===== src/hdl/hbif_pkg.sv =====
// Purpose: Shared constants for the half-bridge interlock and fault block
// Assumes: ref_clk at 25 MHz
// Notes:   Times are kept in ns, cycle counts derive from them
package hbif_pkg;
	// ----------------------------------------------------------------
	// Clock and timing
	// ----------------------------------------------------------------
	localparam int CLK_PERIOD_NS  = 40;
	localparam int DEAD_TIME_NS   = 400;
	// Least time: round up, at least one cycle
	localparam int DEAD_CYCLES_I  = (DEAD_TIME_NS + CLK_PERIOD_NS - 1) / CLK_PERIOD_NS;
	localparam int DEAD_CYCLES    = (DEAD_CYCLES_I < 1) ? 1 : DEAD_CYCLES_I;
	localparam int DEAD_CNT_W     = 8;

	// ----------------------------------------------------------------
	// Reset values
	// ----------------------------------------------------------------
	localparam logic RST_GATE  = 1'b0;
	localparam logic RST_FLAG  = 1'b0;
endpackage


===== src/hdl/hbif_dead_timer.sv =====
// Purpose: Dead-time counter that restarts in every cycle its restart input is high
// Assumes: Trigger synchronous to ref_clk
// Notes:   done rises DEAD_CYCLES cycles after the last restart
`timescale 1ns/1ps
`default_nettype none
module hbif_dead_timer #(
	parameter int CYCLES = hbif_pkg::DEAD_CYCLES,
	parameter int W      = hbif_pkg::DEAD_CNT_W
) (
	input  wire logic ref_clk,
	input  wire logic reset_n,
	input  wire logic clk_en,
	input  wire logic restart,
	output logic      done
);
	typedef struct packed {
		logic [W-1:0] cnt;
	} hbif_dt_state_t;

	hbif_dt_state_t st_r;
	hbif_dt_state_t st_nxt;

	// Count up to CYCLES and hold; restart clears the count
	always_comb begin
		st_nxt = st_r;
		if (restart) begin
			st_nxt.cnt = '0;
		end else if (st_r.cnt != W'(CYCLES)) begin
			st_nxt.cnt = st_r.cnt + W'(1);
		end
	end

	always_ff @(posedge ref_clk or negedge reset_n) begin
		if (!reset_n) begin
			st_r.cnt <= W'(CYCLES);
		end else if (clk_en) begin
			st_r <= st_nxt;
		end
	end

	assign done = (st_r.cnt == W'(CYCLES)) && !restart;
endmodule
`default_nettype wire


===== src/hdl/hbif_fault_latch.sv =====
// Purpose: Sticky fault flag with host clear
// Assumes: Condition and clear synchronous to ref_clk
// Notes:   A live condition wins over the clear
`timescale 1ns/1ps
`default_nettype none
module hbif_fault_latch (
	input  wire logic ref_clk,
	input  wire logic reset_n,
	input  wire logic clk_en,
	input  wire logic cond,
	input  wire logic clear,
	output logic      flag
);
	typedef struct packed {
		logic flag;
	} hbif_fl_state_t;

	hbif_fl_state_t st_r;
	hbif_fl_state_t st_nxt;

	// Set wins over clear so no event is lost
	always_comb begin
		st_nxt = st_r;
		if (cond) begin
			st_nxt.flag = 1'b1;
		end else if (clear) begin
			st_nxt.flag = 1'b0;
		end
	end

	always_ff @(posedge ref_clk or negedge reset_n) begin
		if (!reset_n) begin
			st_r.flag <= hbif_pkg::RST_FLAG;
		end else if (clk_en) begin
			st_r <= st_nxt;
		end
	end

	assign flag = st_r.flag;
endmodule
`default_nettype wire


===== src/hdl/hbif_top.sv =====
// Purpose: Gate interlock with dead time, and fault shutdown for two channels
// Assumes: All inputs synchronous to ref_clk; comparators arrive as levels
// Notes:   Channel A has priority; both gates blocked during supply or over-temperature lockout
//
// Operation
// - B on and A command rises: drop B at once.
// - After A preempts B, A turns on after the dead time.
// - A falls with B command high: B turns on after dead time.
// - While A active, B command is ignored and B held off.
// - B pending when A falls turns on about 400 ns later.
// - Over 150 C both gates off until below 125 C.
// - Over-current drops that gate at once and is reported.
// - Supply fault on any side blocks gates and is reported.
// - Active-clamp trip disables that channel's driver.
// - Driver fault flags stay latched for the host to read.
`timescale 1ns/1ps
`default_nettype none
module hbif_top (
	input  wire logic ref_clk,
	input  wire logic reset_n,
	input  wire logic clk_en,
	input  wire logic channel_a_command,
	input  wire logic channel_b_command,
	input  wire logic fault_clear_input,
	input  wire logic overcurrent_a,
	input  wire logic overcurrent_b,
	input  wire logic clamp_trip_a,
	input  wire logic clamp_trip_b,
	input  wire logic supply_fault_primary,
	input  wire logic supply_fault_a,
	input  wire logic supply_fault_b,
	input  wire logic temp_above_high,
	input  wire logic temp_below_low,
	output logic      gate_a,
	output logic      gate_b,
	output logic      first_driver_fault_flag,
	output logic      second_driver_fault_flag,
	output logic      overtemp_flag
);
	// ----------------------------------------------------------------
	// State
	// ----------------------------------------------------------------
	typedef struct packed {
		logic cmd_a_q;
		logic gate_a;
		logic gate_b;
		logic overtemp;
		logic oc_hold_a;
		logic oc_hold_b;
	} hbif_state_t;

	hbif_state_t st_r;
	hbif_state_t st_nxt;

	logic a_edge;
	logic a_done;
	logic b_done;
	logic block_all;
	logic stop_a;
	logic stop_b;
	logic cond_a;
	logic cond_b;

	// ----------------------------------------------------------------
	// Dead-time timers
	// ----------------------------------------------------------------
	// Any change of the A command restarts both timers
	assign a_edge = channel_a_command != st_r.cmd_a_q;

	// A waits the dead time after every A command change and after B goes off
	hbif_dead_timer u_dt_a (
		.ref_clk (ref_clk),
		.reset_n (reset_n),
		.clk_en  (clk_en),
		.restart (a_edge || st_r.gate_b),
		.done    (a_done)
	);

	// B waits the dead time from A going inactive
	hbif_dead_timer u_dt_b (
		.ref_clk (ref_clk),
		.reset_n (reset_n),
		.clk_en  (clk_en),
		.restart (a_edge || channel_a_command || st_r.gate_a),
		.done    (b_done)
	);

	// ----------------------------------------------------------------
	// Fault conditions
	// ----------------------------------------------------------------
	// Supply fault on any side stops both gates
	assign block_all = supply_fault_primary || supply_fault_a || supply_fault_b
		|| st_r.overtemp;
	// Over-current and clamp act on their own channel; over-current latched until cleared
	assign stop_a = block_all || overcurrent_a || clamp_trip_a || st_r.oc_hold_a;
	assign stop_b = block_all || overcurrent_b || clamp_trip_b || st_r.oc_hold_b;
	// Primary supply fault reported on both flags
	assign cond_a = overcurrent_a || supply_fault_a || supply_fault_primary;
	assign cond_b = overcurrent_b || supply_fault_b || supply_fault_primary;

	// ----------------------------------------------------------------
	// Next state
	// ----------------------------------------------------------------
	// A has priority; B is forced off combinationally in the same cycle
	always_comb begin
		st_nxt         = st_r;
		st_nxt.cmd_a_q = channel_a_command;
		// Over-temperature with hysteresis between two comparator levels
		if (temp_above_high) begin
			st_nxt.overtemp = 1'b1;
		end else if (temp_below_low) begin
			st_nxt.overtemp = 1'b0;
		end
		// Over-current holds the channel off until the host clears it
		if (overcurrent_a) begin
			st_nxt.oc_hold_a = 1'b1;
		end else if (fault_clear_input) begin
			st_nxt.oc_hold_a = 1'b0;
		end
		if (overcurrent_b) begin
			st_nxt.oc_hold_b = 1'b1;
		end else if (fault_clear_input) begin
			st_nxt.oc_hold_b = 1'b0;
		end
		// Gate A: on after dead time when B is off
		st_nxt.gate_a = channel_a_command && a_done && !st_r.gate_b && !stop_a;
		// Gate B: only while A command low and A gate off, after dead time
		st_nxt.gate_b = channel_b_command && !channel_a_command
			&& !st_r.gate_a && b_done && !stop_b;
	end

	// ----------------------------------------------------------------
	// Registers
	// ----------------------------------------------------------------
	always_ff @(posedge ref_clk or negedge reset_n) begin
		if (!reset_n) begin
			st_r.cmd_a_q   <= 1'b0;
			st_r.gate_a    <= hbif_pkg::RST_GATE;
			st_r.gate_b    <= hbif_pkg::RST_GATE;
			st_r.overtemp  <= hbif_pkg::RST_FLAG;
			st_r.oc_hold_a <= hbif_pkg::RST_FLAG;
			st_r.oc_hold_b <= hbif_pkg::RST_FLAG;
		end else if (clk_en) begin
			st_r <= st_nxt;
		end
	end

	// ----------------------------------------------------------------
	// Outputs
	// ----------------------------------------------------------------
	// Immediate cut: gates fall in the same cycle as the cause, over-temperature one edge later
	assign gate_a = st_r.gate_a && !stop_a;
	assign gate_b = st_r.gate_b && !stop_b && !channel_a_command;
	assign overtemp_flag = st_r.overtemp;

	// Sticky per-driver fault flags
	hbif_fault_latch u_flt_a (
		.ref_clk (ref_clk),
		.reset_n (reset_n),
		.clk_en  (clk_en),
		.cond    (cond_a),
		.clear   (fault_clear_input),
		.flag    (first_driver_fault_flag)
	);

	hbif_fault_latch u_flt_b (
		.ref_clk (ref_clk),
		.reset_n (reset_n),
		.clk_en  (clk_en),
		.cond    (cond_b),
		.clear   (fault_clear_input),
		.flag    (second_driver_fault_flag)
	);
endmodule
`default_nettype wire


===== config.mk =====
export PLATFORM = sky130hd
export DESIGN_NAME = hbif_top
export DESIGN_NICKNAME = d
export VERILOG_FILES = /design/src/hdl/hbif_pkg.sv /design/src/hdl/hbif_dead_timer.sv /design/src/hdl/hbif_fault_latch.sv /design/src/hdl/hbif_top.sv
export SDC_FILE = /design/constraint.sdc
export NUM_CORES = 1
export LEC_CHECK = 0
export CAP_MARGIN = 20
export CORE_MARGIN = 2
export CORE_UTILIZATION = 55
export DETAILED_ROUTE_END_ITERATION = 8
export DONT_BUFFER_PORTS = 1
export GPL_ROUTABILITY_DRIVEN = 0
export PLACE_DENSITY = 0.7
export SLEW_MARGIN = 0
export SYNTH_ARGS = -nofsm -noshare
export SYNTH_HDL_FRONTEND = slang
export SYNTH_SLANG_ARGS = --single-unit

===== constraint.sdc =====
create_clock -name ref_clk -period 2.2 [get_ports ref_clk]
set_input_delay 0.44 -clock ref_clk [delete_from_list [all_inputs] [get_ports ref_clk]]
set_output_delay 0.44 -clock ref_clk [all_outputs]
set_load 0.02 [all_outputs]

==> results.py <==
metrics = {
    "clock_network": {
        "clock_latency_ns": 0.32,
        "cts_buffer_depth": 2,
        "numCtsBuffers": 3,
        "cts_tree": "done",
        "htreeDepth": 1,
        "clkSinkCount": 24,
        "cts.clk_slew.worst_paths_ns": 0.14,
        "clockRootBuffer": "clkbuf_4",
    },
    "sta": {
        "worst_pin_slew_ns": 0.538,
        "tns_ns": 0,
        "fmax_mhz": 478,
        "finalWorstSetupSlack_ns": 0.107,
        "period_share": 0.952,
        "rsz0062_at_grt": "false",
        "hold_viol_final": 0,
        "slew_viol_final": 0,
        "fin_crit_ns": 2.09,
        "relSlewSlack": 0.640,
        "skew_ns": 0.0104,
        "setup_violations": 0,
    },
    "drt": {
        "final_antenna_net_count": 0,
        "wl_per_cell_um": 16.0,
        "remaining_drc_errors": 0,
        "drt_iter0_drc": 21,
        "routed_wl_mm": 2.68,
        "via_count": 1067,
        "drt-pass1-iter-count": 4,
        "vias_per_cell": 6.35,
    },
    "global_route": {
        "grt_start_max_net_pins": 25,
        "grt_pass1_wl_mm": 4.24,
        "grt_usage": 0.209,
        "antenna_found_initial": 0,
        "grt_pass1_vias": 982,
        "gr-total-overflow": 0,
    },
    "setup_path": {
        "cp-startpoint": "overtemp_flag",
        "path_cells": "or4_4 > nor4_4 > and2_4",
        "crit_family": "simple AND/OR/NAND/NOR gates",
        "path_buf_inv": 0,
        "crit_end": "gate_a",
        "reg2reg_from": "st_r[5]",
        "r2r_end": "u_dt_a.st_r[5]",
        "slowest_stage": "dfrtp_2",
        "setup.worst_path.start_class": "register",
        "arrival_ns": 1.65,
        "worst-setup-path-type": "register to primary output",
        "crit_cells": 3,
        "cp.required_ns": 1.76,
        "reg2reg_slack_ns": 0.41,
        "critical_path.endpoint_type": "primary output",
        "critical_path.max_fanout": 3,
        "crit_path_max_incr_delay_ns": 0.48,
        "rr_worst_depth": 5,
    },
    "power_and_ir_drop": {
        "peakVddDrop_mv": 0.524,
        "p_leak_nw": 0.609,
        "cellPowerDensity_nw_per_um2": 685,
    },
    "floorplanning": {
        "num_rows": 17,
        "ios": 20,
        "die_area_sq_um": 2820,
        "core-area_sq_um": 2250,
        "start_util": 0.589,
        "die_width_um": 53.2,
        "die-height_um": 53.2,
    },
    "yosys": {
        "synth.most_common_cell": "dfrtp_1",
        "synthArstFlopShare": 1.00,
        "ys_warn_count": 0,
        "synth.top_cell.area_share": 0.377,
        "ys.flop_type": "dfrtp_1",
        "avgSynthCellArea_sq_um": 9.77,
        "synth_area_leaders": "dfrtp_1, dfstp_2, ha_1",
        "yosysTopAreaCell": "dfrtp_1",
        "synth_area_sq_um": 1330,
        "synth.top_cells.by_count": "dfrtp_1, nand2_1, o21ai_0",
        "ys_seq_elements": 24,
        "synth_cells": 136,
        "synth_cell_type_count": 43,
        "synth_edf_count": 0,
        "synth-seq-area-share": 0.456,
        "synth_fp_nets": 156,
    },
    "status": {
        "outcome": "finished, final reports clean",
    },
    "place": {
        "placed_area_sq_um": 1360,
        "dpl_worst_slack_ns": 0.191,
        "place_hpwl_mm": 1.91,
        "port_buffers": 0,
    },
    "finish": {
        "fin_area_sq_um": 1440,
        "drive_gt1_frac": 0.136,
        "diodes": 0,
        "area_delta_synth_final_pct": 8.38,
        "post-route-util": 0.639,
        "fin_nets": 161,
    },
    "flow_run": {
        "maxCapViolCount": 0,
    },
    "min_path": {
        "hold_class": "input pin to register",
    },
}
[layout make-up]
class	instances	area, sq um
Clock buffer	4	36.3
Multi-Input combinational cell	101	703
Tap cell	28	35.0
Fill cell	193	815
Inverter	9	33.8
Timing Repair Buffer	2	25.0
Sequential cell	24	607
[layout by cell type (no fill, tap or decap), types with 4 or more instances in the layout]
cell type / count
dfrtp_1: 19
or3_1: 4
inv_1: 8
nand2_1: 13
ha_1: 5
nand3_1: 6
o21ai_0: 11
dfstp_2: 4
or4_1: 5
nand2b_1: 5
o2bb2ai_1: 4
[per-layer routing]
layer	up-vias	GRT usage	routed length, um
li1	522	-	-
met1	514	0.258	1220
met2	27	0.350	1310
met3	4	0.0678	133
met4	0	0.0513	24
met5	-	0	0
[power by group]
group	switching [W]	leakage (nW)	internal, W	total [W]
clock	0.000136	0.0210	0.000101	0.000238
sequential	0.0000652	0.298	0.000503	0.000568
combinational	0.0000968	0.290	0.0000845	0.000181
[how the worst min path moves through the flow]
stage | from | endpoint | cells past startpoint
after CTS | clk_en | st_r[5] | 1
after global placement | reset_n | u_dt_b.st_r[6] | 0
after floorplan | reset_n | overtemp_flag | 0
final | clk_en | st_r[5] | 1
after detailed placement | reset_n | u_dt_b.st_r[2] | 0
after global routing | clk_en | st_r[5] | 1
[registers in the layout, indices dropped and copies added, names as in the netlist]
signal / cells
u_flt_b.flag: 1
st_r: 5
u_flt_a.flag: 1
u_dt_a.st_r: 8
overtemp_flag: 1
u_dt_b.st_r: 8
[timing repair]
action,CTS,global route
endpoints found under the hold margin,24,0
hold buffers,1,0
setup endpoints to repair,1,2
resized for setup,2,5
setup buffers,0,0
[logic make-up (layout without fill, tap and decap cells)]
group / Yosys count / after routing / synth area share
DFF: 24 / 24 / 0.456
buffers and inverters: 11 / 15 / 0.0320
and+or+nand+nor: 56 / 56 / 0.247
AOI/OAI and AO/OA: 40 / 40 / 0.218
adders and majority gates: 5 / 5 / 0.0471
[metrics by stage]
stage                     instances  power [W]  hold slack (ns)
after floorplan                 136   0.000701            0.144
after global placement          162   0.000732            0.145
after detailed placement        162   0.000742            0.145
after CTS                       167   0.000991            0.187
after global routing            168    0.00106            0.192
final                           168   0.000987            0.195
No activity file was read; power rests on OpenSTA's default activity.
